`src/verilog/isafid_regs.vh`:
```
// Offsets, field positions and feature levels of the instruction attribute registers
`ifndef ISAFID_REGS_VH
`define ISAFID_REGS_VH

// ----------------------------------------------------------------------------
// Register word offsets (byte addresses)
// ----------------------------------------------------------------------------
`define ISAFID_ADDR_W 8
`define ISAFID_OFF_ATTR_TWO 8'h00
`define ISAFID_OFF_ATTR_THREE 8'h04
`define ISAFID_OFF_ATTR_FOUR 8'h08

// ----------------------------------------------------------------------------
// Field low-bit positions, all fields four bits wide
// ----------------------------------------------------------------------------
`define ISAFID_FW 4
`define ISAFID_A2_REVERSE 28
`define ISAFID_A2_UMUL 20
`define ISAFID_A2_SMUL 16
`define ISAFID_A2_MUL 12
`define ISAFID_A2_MACC 8
`define ISAFID_A2_HINT 4
`define ISAFID_A2_DUALLS 0
`define ISAFID_A3_NOOP 24
`define ISAFID_A3_MOVE 20
`define ISAFID_A3_TBR 16
`define ISAFID_A3_EXCL 12
`define ISAFID_A3_SVC 8
`define ISAFID_A3_SIMD 4
`define ISAFID_A3_SAT 0
`define ISAFID_A4_PSR 24
`define ISAFID_A4_EXCL 20
`define ISAFID_A4_BAR 16
`define ISAFID_A4_WB 8
`define ISAFID_A4_SHIFT 4
`define ISAFID_A4_UNPRIV 0

// ----------------------------------------------------------------------------
// Default implemented feature levels
// ----------------------------------------------------------------------------
`define ISAFID_LVL_REVERSE 4'h2
`define ISAFID_LVL_UMUL 4'h2
`define ISAFID_LVL_SMUL 4'h3
`define ISAFID_LVL_MUL 4'h2
`define ISAFID_LVL_MACC 4'h2
`define ISAFID_LVL_HINT 4'h3
`define ISAFID_LVL_DUALLS 4'h1
`define ISAFID_LVL_NOOP 4'h1
`define ISAFID_LVL_MOVE 4'h1
`define ISAFID_LVL_TBR 4'h1
`define ISAFID_LVL_EXCL_MAJ 4'h1
`define ISAFID_LVL_EXCL_MIN 4'h3
`define ISAFID_LVL_SVC 4'h1
`define ISAFID_LVL_SIMD 4'h3
`define ISAFID_LVL_SAT 4'h1
`define ISAFID_LVL_PSR 4'h1
`define ISAFID_LVL_BAR 4'h1
`define ISAFID_LVL_WB 4'h1
`define ISAFID_LVL_SHIFT 4'h3
`define ISAFID_LVL_UNPRIV 4'h2
`define ISAFID_LVL_EXTEND 4'h2
`define ISAFID_RSVD 4'h0

`endif

```
`src/verilog/isafid_regs.v`:
```
// Read-only instruction set attribute registers two to four
`timescale 1ns/100ps
`default_nettype none
`include "isafid_regs.vh"

module isafid_regs (
  input wire i_mclk,
  input wire i_srst,
  input wire [7:0] i_addr,
  input wire [31:0] i_wdata,
  input wire i_wr,
  input wire i_rd,
  output reg [31:0] o_rdata,
  output reg o_sat_flag_present,
  output reg o_ge_flags_present,
  output reg o_dual_extend_present
);

  // --------------------------------------------------------------------------
  // Legalising helpers
  // --------------------------------------------------------------------------
  // Clamp a 0..2 level; anything higher becomes the top legal level
  function [3:0] isafid_lvl2;
    input [3:0] v;
    begin
      isafid_lvl2 = (v > 4'h2) ? 4'h2 : v;
    end
  endfunction

  // Reserved codes must never be shown, so they drop to a lower legal value
  function [3:0] isafid_simd;
    input [3:0] v;
    begin
      if (v == 4'h2)
        isafid_simd = 4'h1;
      else if (v > 4'h3)
        isafid_simd = 4'h3;
      else
        isafid_simd = v;
    end
  endfunction

  function [3:0] isafid_shift;
    input [3:0] v;
    begin
      if (v == 4'h2)
        isafid_shift = 4'h1;
      else if (v > 4'h3)
        isafid_shift = 4'h3;
      else
        isafid_shift = v;
    end
  endfunction

  // --------------------------------------------------------------------------
  // Fixed field values
  // --------------------------------------------------------------------------
  wire [3:0] f_rev = isafid_lvl2(`ISAFID_LVL_REVERSE);
  wire [3:0] f_umul = isafid_lvl2(`ISAFID_LVL_UMUL);
  wire [3:0] f_smul = (`ISAFID_LVL_SMUL > 4'h3) ? 4'h3 : `ISAFID_LVL_SMUL;
  wire [3:0] f_mul = isafid_lvl2(`ISAFID_LVL_MUL);
  wire [3:0] f_macc = isafid_lvl2(`ISAFID_LVL_MACC);
  wire [3:0] f_hint = (`ISAFID_LVL_HINT > 4'h3) ? 4'h3 : `ISAFID_LVL_HINT;
  wire [3:0] f_dls = {3'h0, `ISAFID_LVL_DUALLS != 4'h0};
  wire [3:0] f_noop = {3'h0, `ISAFID_LVL_NOOP != 4'h0};
  wire [3:0] f_move = {3'h0, `ISAFID_LVL_MOVE != 4'h0};
  wire [3:0] f_tbr = {3'h0, `ISAFID_LVL_TBR != 4'h0};
  wire [3:0] f_svc = {3'h0, `ISAFID_LVL_SVC != 4'h0};
  wire [3:0] f_simd = isafid_simd(`ISAFID_LVL_SIMD);
  wire [3:0] f_sat = {3'h0, `ISAFID_LVL_SAT != 4'h0};
  wire [3:0] f_psr = {3'h0, `ISAFID_LVL_PSR != 4'h0};
  wire [3:0] f_bar = {3'h0, `ISAFID_LVL_BAR != 4'h0};
  wire [3:0] f_wb = {3'h0, `ISAFID_LVL_WB != 4'h0};
  wire [3:0] f_shift = isafid_shift(`ISAFID_LVL_SHIFT);
  wire [3:0] f_unpriv = isafid_lvl2(`ISAFID_LVL_UNPRIV);

  // Exclusive pair: only the four listed pairings may appear
  wire excl_ok = ((`ISAFID_LVL_EXCL_MAJ == 4'h0) && (`ISAFID_LVL_EXCL_MIN == 4'h0)) ||
                 ((`ISAFID_LVL_EXCL_MAJ == 4'h1) && (`ISAFID_LVL_EXCL_MIN == 4'h0)) ||
                 ((`ISAFID_LVL_EXCL_MAJ == 4'h1) && (`ISAFID_LVL_EXCL_MIN == 4'h3)) ||
                 ((`ISAFID_LVL_EXCL_MAJ == 4'h2) && (`ISAFID_LVL_EXCL_MIN == 4'h0));
  wire [3:0] f_exmaj = excl_ok ? `ISAFID_LVL_EXCL_MAJ : 4'h0;
  wire [3:0] f_exmin = excl_ok ? `ISAFID_LVL_EXCL_MIN : 4'h0;

  // --------------------------------------------------------------------------
  // Register images
  // --------------------------------------------------------------------------
  // Reserved nibbles are tied to zero so they never carry meaning
  wire [31:0] attr_two = {f_rev, `ISAFID_RSVD, f_umul, f_smul,
                          f_mul, f_macc, f_hint, f_dls};
  wire [31:0] attr_three = {`ISAFID_RSVD, f_noop, f_move, f_tbr,
                            f_exmaj, f_svc, f_simd, f_sat};
  wire [31:0] attr_four = {`ISAFID_RSVD, f_psr, f_exmin, f_bar,
                           `ISAFID_RSVD, f_wb, f_shift, f_unpriv};

  // Read mux; unmapped addresses answer zero
  reg [31:0] next_rdata;
  always @* begin
    next_rdata = 32'h0000_0000;
    case (i_addr)
      `ISAFID_OFF_ATTR_TWO: next_rdata = attr_two;
      `ISAFID_OFF_ATTR_THREE: next_rdata = attr_three;
      `ISAFID_OFF_ATTR_FOUR: next_rdata = attr_four;
      default: next_rdata = 32'h0000_0000;
    endcase
  end

  // --------------------------------------------------------------------------
  // Outputs
  // --------------------------------------------------------------------------
  // Read data stands only the cycle after the strobe; writes are ignored
  always @(posedge i_mclk) begin
    if (i_srst) begin
      o_rdata <= 32'h0000_0000;
      o_sat_flag_present <= 1'b0;
      o_ge_flags_present <= 1'b0;
      o_dual_extend_present <= 1'b0;
    end else begin
      o_rdata <= i_rd ? next_rdata : 32'h0000_0000;
      o_sat_flag_present <= (f_smul > 4'h1) || (f_sat > 4'h0) ||
                            (f_simd > 4'h0);
      o_ge_flags_present <= (f_simd == 4'h3);
      o_dual_extend_present <= (f_simd == 4'h3) &&
                               (`ISAFID_LVL_EXTEND >= 4'h2);
    end
  end

  // Write port deliberately has no effect on the read-only image
  wire unused_wr = i_wr ^ (^i_wdata);

endmodule
`default_nettype wire

```
`config.mk`:
```
export PLATFORM = sky130hd
export DESIGN_NAME = isafid_regs
export DESIGN_NICKNAME = d
export VERILOG_FILES = /design/src/verilog/isafid_regs.v
export VERILOG_INCLUDE_DIRS = /design/src /design/src/verilog
export SDC_FILE = /design/constraint.sdc
export NUM_CORES = 1
export LEC_CHECK = 0
export BUFFER_PORTS_ARGS = -buffer_cell sky130_fd_sc_hd__buf_2
export CAP_MARGIN = 25
export CORE_MARGIN = 2
export CORE_UTILIZATION = 28
export CTS_CLUSTER_DIAMETER = 200
export DETAILED_ROUTE_END_ITERATION = 8
export PLACE_DENSITY_LB_ADDON = 0.2
export SYNTH_ARGS = -nofsm -noshare
export SYNTH_HDL_FRONTEND = slang
export SYNTH_SLANG_ARGS = --single-unit
export TNS_END_PERCENT = 50
```
`constraint.sdc`:
```
create_clock -name i_mclk -period 2.2 [get_ports i_mclk]
set_clock_uncertainty 0.05 [all_clocks]
set_input_delay 0.22 -clock i_mclk [delete_from_list [all_inputs] [get_ports i_mclk]]
set_output_delay 0.22 -clock i_mclk [all_outputs]
set_load 0.01 [all_outputs]
```
==> impl_results.md, run 1 <==
* Peak supply drop at 0.000150 V
* Crit. End Element: flop
* H-Tree Depth at 1
* Root Buffer: clkbuf_4
* Final WL at approximately 640 um
* Die footprint at between 0.0015 and 0.002 mm2
* Critical Path RT at roughly 2300 ps
* Clock sink count at 8
* Achievable clock frequency at between 800 and 900 MHz
* Number of port buffers at 27
* Nets at about 110
* Detail Route Antenna Nets at 0
* Tmin final at 1150 ps
* Hold Path End: o_dual_extend_present
* Hold Buf Count CTS at 0
* Hold path start: i_srst
* CTS max path bufs at 2
* GRT Total Usage at under 10%
* Post-Syn Area per Cell at between 9 and 10 um2
* Post-DP HPWL at ~540 um
* N_diodes at 0
* Reg area at 160 um2
* Synth cell types at 13
* Gp weighted congestion at 0.617
* Finished Core Util at between 30% and 40%
* Num ports at about 80
* Reg clk slew, reported paths at roughly 50 ps
* # DRC at 0
* Wire per inst at between 7 and 8 um
* Hold Path Class: in -> reg
* Multi-input logic area at about 140 um2
* FILL cells at about 170
* Status: finished, final reports clean
* Hold Crit Depth at 2
* Largest net degree at the start of global routing at 8
* Synth-to-layout area growth at 6.54%
* Row count at 14
* CTS resizes at 0
* Power Total at around 0.00029 W
* CTS tree: yes
* Pint at around 0.00022 W
* CTS buffer count at 3
* Final worst-path cycle share at a little over half
* Comb power frac at 12.3%
* Number of global-route vias before repair at approximately 220
* Detailed Routing Iterations Pass 1 at 2
* Critical Path Start: i_addr[1]
* Via count at around 310
* Final setup TNS at 0 ps
* Placement Setup Slack at between 800 and 900 ps
* Unrepaired setup endpoints after global routing: no
* Share of layout cells above drive strength 1 at approximately 46%
* Yosys synthesis warning count at 0
* First-pass GRT wire length at roughly 890 um
* Drt initial violations at 2
* Antenna violations before repair at 0
* Initial core utilization at around 30%
* Post-synthesis simple-gate area fraction at a little over an eighth
* Switching Power at between 0.00007 and 0.00008 W
* Yosys reg bits at 8
* DIE WIDTH at 44.5 um
* P_leak at ~0.28 nW
* Seq pwr share at 50.7%
* Largest family of logic cells by synthesized area: buffers and inverters
* Startpoint Class: input pin
* Post-CTS setup buffers at 0
* Mapped Cells at 50
* Share of the yosys chip area belonging to registers at between 30% and 40%
* Post-synthesis xor/xnor area fraction at approximately 1.9%
* Post-synthesis compound-gate area fraction at 1.63%
* Max_cap viols at 0
* Post-synthesis adder-cell area fraction at 0%
* # setup viols final at 0
* Switching share of total power at 24.3%
* Power density cells at ~590 mW/mm2
* Post-synthesis mux area share at 0%
* Clk pwr share at between 30% and 40%
* Vias per std cell at 3.70
* CP Class: in -> reg
* Post-Syn Area at between 400 and 500 um2
* CP arrival at 1250 ps
* Gr ovfl total at 0
* Hold Fails Final Rpt at 0
* CORE AREA at 0.00152 mm2
* Die Span Y at roughly 44 um
* Slew Limit Fails at 0
* Post-route setup slack at between 1000 and 1500 ps
* Maximum fanout along the worst path at 7
==> cell families after synthesis <==
kind of cell,Yosys count
AO/OA/AOI/OAI,1
XOR/XNOR,1
buffers and inverters,31
flip-flops,8
other,1
AND/OR/NAND/NOR,8
==> worst max path at each step <==
stage / to / cells after the start
CTS: o_rdata[12] / 3
global route: o_rdata[17] / 3
floorplan: o_rdata[12] / 3
global placement: o_rdata[12] / 3
finish: o_rdata[12] / 3
detailed placement: o_rdata[12] / 3
==> Yosys cell counts, drive strengths merged <==
master	count	area share, %
xnor2	1	1.9
or4b	1	2.2
dfxtp	8	35
nor4	2	2.7
or4	1	1.6
inv	2	1.6
clkbuf	1	0.82
nor3	3	3.3
nor4b	1	3.3
conb	1	0.82
a211oi	1	1.6
buf	28	45
==> through the flow <==
step           instances  hold WS, ps  instance area [um2]
6_report              84         80.3                  489
5_1_grt               84         82.6                  489
4_1_cts               84         75.4                  489
3_5_place_dp          81          343                  467
3_3_place_gp          81          338                  467
2_1_floorplan         67          227                  523
==> cell usage in the layout, fill, tap and decap left out <==
cell      instances
a211oi_1          1
buf_2            27
clkbuf_4          3
conb_1           18
dfxtp_1           8
inv_1             2
nor3_1            3
nor4_1            2
nor4b_2           1
or4_1             1
or4b_1            1
xnor2_1           1
==> routing by layer <==
layer	up-vias	global-route usage, %	part of all wire (%)
met4	0	7.27	0.62
met3	2	2.86	20
li1	153	-	-
met5	-	0	0
met1	124	7.13	38
met2	32	8.70	42
==> state kept, by name, indices dropped and copies added, names as in the netlist <==
signal / flops
o_rdata: 7
o_dual_extend_present: 1
==> worst max-delay path, cell delays in order <==
cell and delay, ps:
buf_2 90, or4b_1 660, nor4b_2 280
==> power groups by stage <==
stage	sequential [W]	clock, W	combinational (W)
finish	0.000147	0.000107	0.0000355
detailed placement	0.000150	0	0.0000350
global route	0.000147	0.000120	0.0000393
global placement	0.000150	0	0.0000345
CTS	0.000147	0.000112	0.0000351
floorplan	0.000151	0	0.0000469
==> area by class of cell <==
type | instances | share of cell area [%]
well taps | 16 | 4.09
clock buffers | 3 | 4.60
inverters | 2 | 1.53
multi-input cells | 28 | 29.4
repair buffers | 27 | 27.6
flip-flops and latches | 8 | 32.7
(Power assumes the default switching activity.)
==> run 2, diff against run 1 <==
--- a/config.mk
+++ b/config.mk
@@ -6,10 +6,11 @@
 export SDC_FILE = /design/constraint.sdc
 export NUM_CORES = 1
 export LEC_CHECK = 0
+export ABC_AREA = 1
 export BUFFER_PORTS_ARGS = -buffer_cell sky130_fd_sc_hd__buf_2
 export CAP_MARGIN = 25
 export CORE_MARGIN = 2
-export CORE_UTILIZATION = 28
+export CORE_UTILIZATION = 26
 export CTS_CLUSTER_DIAMETER = 200
 export DETAILED_ROUTE_END_ITERATION = 8
 export PLACE_DENSITY_LB_ADDON = 0.2
==> constraint.sdc (replaced) <==
create_clock -name i_mclk -period 1.2 [get_ports i_mclk]
set_clock_uncertainty 0.05 [all_clocks]
set_input_delay 0.12 -clock i_mclk [delete_from_list [all_inputs] [get_ports i_mclk]]
set_output_delay 0.12 -clock i_mclk [all_outputs]
set_load 0.01 [all_outputs]
==> impl_results.md, run 2 <==
* Status: finished, final reports clean
* Post-synth ARST share at 0%
* CTS max path bufs at 2
* Vias per std cell at between 3 and 4
* Drt initial violations at 0
* Hold Fails Final Rpt at 0
* Hold Path Class: in -> reg
* Row count at 15
* Die Span Y at about 46 um
* Num ports at 79
* Mapped Cells at 57
* First-pass GRT wire length at 834 um
* H-Tree Depth at 1
* Most flop-heavy register: o_rdata
* Clock sink count at 8
* Share of layout cells above drive strength 1 at 42.3%
* Post-Syn Area at roughly 460 um2
* CP Class: in -> reg
* Number of global-route vias before repair at roughly 250
* Yosys synthesis warning count at 0
* Detail Route Antenna Nets at 0
* Commonest non-fill, non-tap cell in the layout: buf_2
* Unrepaired setup endpoints after global routing: no
* Power Total at 0.000531 W
* EDFF count, synth at 0
* Final WL at between 600 and 700 um
* Reg clk slew, reported paths at roughly 50 ps
* Synth top area cells: buf_4 44%, dfxtp_1 35%, nor2_1 7.3%
* DIE WIDTH at between 40 and 50 um
* Power density cells at 1040 mW/mm2
* Antenna violations before repair at 0
* CTS resizes at 0
* Synth area leader: buf_4
* Most frequent cell after synthesis: buf_4
* Commonest cells after routing, fill and taps aside: 27 x buf_2, 18 x conb_1, 9 x nor2_1
* Root Buffer: clkbuf_4
* Largest regs: o_rdata (7), o_dual_extend_present (1)
* Nets at between 100 and 150
* Post-DP HPWL at ~560 um
* Wire per inst at ~6.5 um
* Share of the yosys chip area belonging to registers at between 30% and 40%
* Gr ovfl total at 0
* P_leak at 0.307 nW
* Final setup TNS at 0 ps
* Synth cell types at 11
* CORE AREA at ~0.0017 mm2
* Placement Setup Slack at 406 ps
* Critical Path RT at roughly 1300 ps
* Post-Syn Area per Cell at about 8.1 um2
* CP arrival at between 1000 and 1500 ps
* Achievable clock frequency at between 900 and 1000 MHz
* Post-route setup slack at about 140 ps
* Yosys reg bits at 8
* Top cells by count, synth: 27 x buf_4, 9 x nor2_1, 8 x dfxtp_1
* Synth-to-layout area growth at 10.8%
* Peak supply drop at ~0.00022 V
* Post-synth top area share at 43.9%
* Largest net degree at the start of global routing at 8
* # setup viols final at 0
* Post-CTS setup buffers at 0
* Detailed Routing Iterations Pass 1 at 1
* CTS buffer count at 3
* Number of port buffers at 27
* # DRC at 0
* Max FFs per register at 7
* Via count at around 330
* Maximum fanout along the worst path at 7
* Tmin final at 1060 ps
* Slew Limit Fails at 0
* Crit. End Element: flop
* Startpoint Class: input pin
* CTS tree: yes
* Final worst-path cycle share at just under 90%
* GRT Total Usage at 6.23%
* Die footprint at approximately 0.0021 mm2
* Max_cap viols at 0
* N_diodes at 0
* Gp weighted congestion at just over 0.6
* Predominant post-synthesis flop cell: dfxtp_1
* Initial core utilization at between 20% and 30%
==> run 2: cell count changes after synthesis, sizes merged, moves of 2 or more <==
cell	change
nor4	-2
a21oi	+3
nand3	+2
nand2	+3
nor2	+10
nor3	-3
==> run 2: kinds of logic (layout without fill, tap and decap cells) <==
kind of cell	count (synthesis)	count (layout)	synth area share (%)
AOI/OAI and AO/OA	3	3	3.25
buffers and inverters	30	34	46.3
other	1	18	0.812
DFF	8	8	34.7
and+or+nand+nor	15	15	14.9
==> run 2: metrics by stage <==
stage / std cells / util (%) / hold slack [ps] / instance area (um2)
3_3_place_gp: 91 / 28.4 / 239 / 479
6_report: 95 / 30.3 / 119 / 512
2_1_floorplan: 74 / - / 127 / 526
4_1_cts: 95 / 30.3 / 114 / 512
3_5_place_dp: 91 / 28.4 / 245 / 479
5_1_grt: 95 / 30.3 / 132 / 512
==> run 2: area by class of cell <==
| class | count | area (um2) |
|---|---|---|
| timing repair buffer | 28 | 145 |
| sequential | 8 | 160 |
| fill | 188 | 1180 |
| multi-input combinational | 36 | 151 |
| tap | 17 | 21.3 |
| inverter | 3 | 11.3 |
| clock buffer | 3 | 22.5 |
==> run 2: worst max-delay path, stage by stage <==
cell and delay [ps]:
dlygate4sd3_1 530, buf_2 130, nor2_1 120, nand3_2 140
a21oi_1 150
==> run 2: layer usage <==
metal | share of wire (%) | vias up | global-route usage [%]
met5 | 0 | - | 0
met1 | 41 | 132 | 5.14
met4 | 3.1 | 0 | 10.3
li1 | - | 170 | -
met2 | 43 | 28 | 9.72
met3 | 12 | 2 | 1.18
==> run 2: worst paths after layout <==
check	from	end	cells after the start
setup / recovery	i_srst	o_rdata[24]	5
hold / removal	i_addr[0]	o_rdata[17]	4
==> run 2: timing repair <==
action,in CTS,in global routing
endpoints found under the setup margin,0,0
hold buffers,1,0
endpoints found under the hold margin,1,0
==> run 2: power by group <==
group	switching [W]	leakage (nW)	internal (W)
Sequential	0.00000114	0.0648	0.000268
Clock	0.0000787	0.0138	0.000114
Combinational	0.0000471	0.228	0.0000224
==> run 3, diff against run 2 <==
--- a/config.mk
+++ b/config.mk
@@ -6,7 +6,6 @@
 export SDC_FILE = /design/constraint.sdc
 export NUM_CORES = 1
 export LEC_CHECK = 0
-export ABC_AREA = 1
 export BUFFER_PORTS_ARGS = -buffer_cell sky130_fd_sc_hd__buf_2
 export CAP_MARGIN = 25
 export CORE_MARGIN = 2
==> impl_results.md, run 3 (synthesis results as in run 1) <==
* CTS tree: yes
* Post-DP HPWL at 548 um
* Share of layout cells above drive strength 1 at roughly 45%
* Initial core utilization at between 20% and 30%
* Peak supply drop at approximately 0.00036 V
* Reg clk slew, reported paths at ~50 ps
* Drt initial violations at 2
* Hold Fails Final Rpt at 0
* Hold Path Class: in -> reg
* # DRC at 0
* FILL cells at approximately 190
* Largest regs: o_rdata (7), o_dual_extend_present (1)
* Final setup TNS at 0 ps
* Num ports at 79
* # setup viols final at 0
* Gp weighted congestion at 0.631
* Number of global-route vias before repair at approximately 210
* CTS resizes at 0
* First-pass GRT wire length at approximately 830 um
* Nets at between 100 and 150
* Placed insts at a little over 80
* CP arrival at 1150 ps
* Root Buffer: clkbuf_4
* Commonest cells after routing, fill and taps aside: 27 x buf_2, 18 x conb_1, 8 x dfxtp_1
* Max_cap viols at 0
* Startpoint Class: input pin
* Post-CTS setup buffers at 0
* Hold Buf Count CTS at 1
* H-Tree Depth at 1
* Power density cells at around 1100 mW/mm2
* DIE WIDTH at between 40 and 50 um
* Commonest non-fill, non-tap cell in the layout: buf_2
* Antenna violations before repair at 0
* Status: finished, final reports clean
* Detail Route Antenna Nets at 0
* Final worst-path cycle share at slightly below 90%
* Clock sink count at 8
* Via count at 316
* Slew Limit Fails at 0
* Unrepaired setup endpoints after global routing: no
* Vias per std cell at between 3 and 4
* Multi-input logic area at ~140 um2
* Maximum fanout along the worst path at 7
* Die footprint at between 0.002 and 0.0025 mm2
* Max FFs per register at 7
* CP Class: in -> reg
* Fin cells at between 80 and 90
* Final WL at about 630 um
* Reg area at 160 um2
* Synth-to-layout area growth at 8.99%
* Gr ovfl total at 0
* Critical Path RT at roughly 1300 ps
* CORE AREA at between 0.0015 and 0.002 mm2
* Detailed Routing Iterations Pass 1 at 2
* Largest net degree at the start of global routing at 8
* Tmin final at between 1000 and 1500 ps
* Achievable clock frequency at roughly 950 MHz
* Most flop-heavy register: o_rdata
* Finished Core Util at 29.6%
* N_diodes at 0
* CTS max path bufs at 2
* GRT Total Usage at 6.03%
* P_leak at 0.289 nW
* Die Span Y at about 46 um
* Row count at 15
* Number of port buffers at 27
* CTS buffer count at 3
* Wire per inst at roughly 7.4 um
* Crit. End Element: flop
==> run 3: changes by cell type in the layout (fill, tap and decap cells not counted), sizes merged, moves of 2 or more <==
| cell | before | now |
|---|---|---|
| nor3 | 0 | 3 |
| nor4 | 0 | 2 |
| a21oi | 3 | 0 |
| nand2 | 3 | 0 |
| nand3 | 2 | 0 |
| nor2 | 10 | 0 |
==> run 3: power breakdown <==
part	total (W)	internal, W	switching [W]	leakage [nW]
clock	0.000193	0.000114	0.0000793	0.0138
sequential	0.000269	0.000268	0.000000968	0.0648
combinational	0.0000678	0.0000224	0.0000454	0.210
total	0.000530	0.000404	0.000126	0.289
==> run 3: final timing paths <==
kind | startpoint | endpoint | slack [ps] | cells after the start
worst max-delay path | i_addr[1] | o_rdata[17] | 150 | 3
worst min-delay path | i_addr[2] | o_rdata[1] | 90 | 2
==> run 3: metal layers <==
metal / up-vias / wire length, um / GRT usage, %
met2: 30 / 271 / 7.50
met1: 132 / 265 / 7.13
met4: 0 / 0 / 5.14
met3: 0 / 97 / 3.57
li1: 154 / - / -
met5: - / 0 / 0
==> run 3: worst max-delay path: stages <==
cell    delay (ps)
buf_2           90
or4b_1         660
nor4_1         270
==> run 3: layout make-up <==
| type | instances | area share (%) |
|---|---|---|
| clock buffers | 3 | 4.50 |
| inverters | 2 | 1.50 |
| multi-input cells | 28 | 28.7 |
| flip-flops and latches | 8 | 32.0 |
| well taps | 17 | 4.25 |
| repair buffers | 28 | 29.0 |
==> run 3: through the flow <==
step / hold slack [ps] / total power [W] / area, um2 / worst slack, ps
after floorplan: 127 / 0.000362 / 523 / 70.8
after global placement: 245 / 0.000338 / 468 / -101
after detailed placement: 247 / 0.000339 / 468 / -110
after CTS: 74.4 / 0.000538 / 500 / 146
after global routing: 89.4 / 0.000559 / 500 / 50.8
final: 88.0 / 0.000530 / 500 / 148
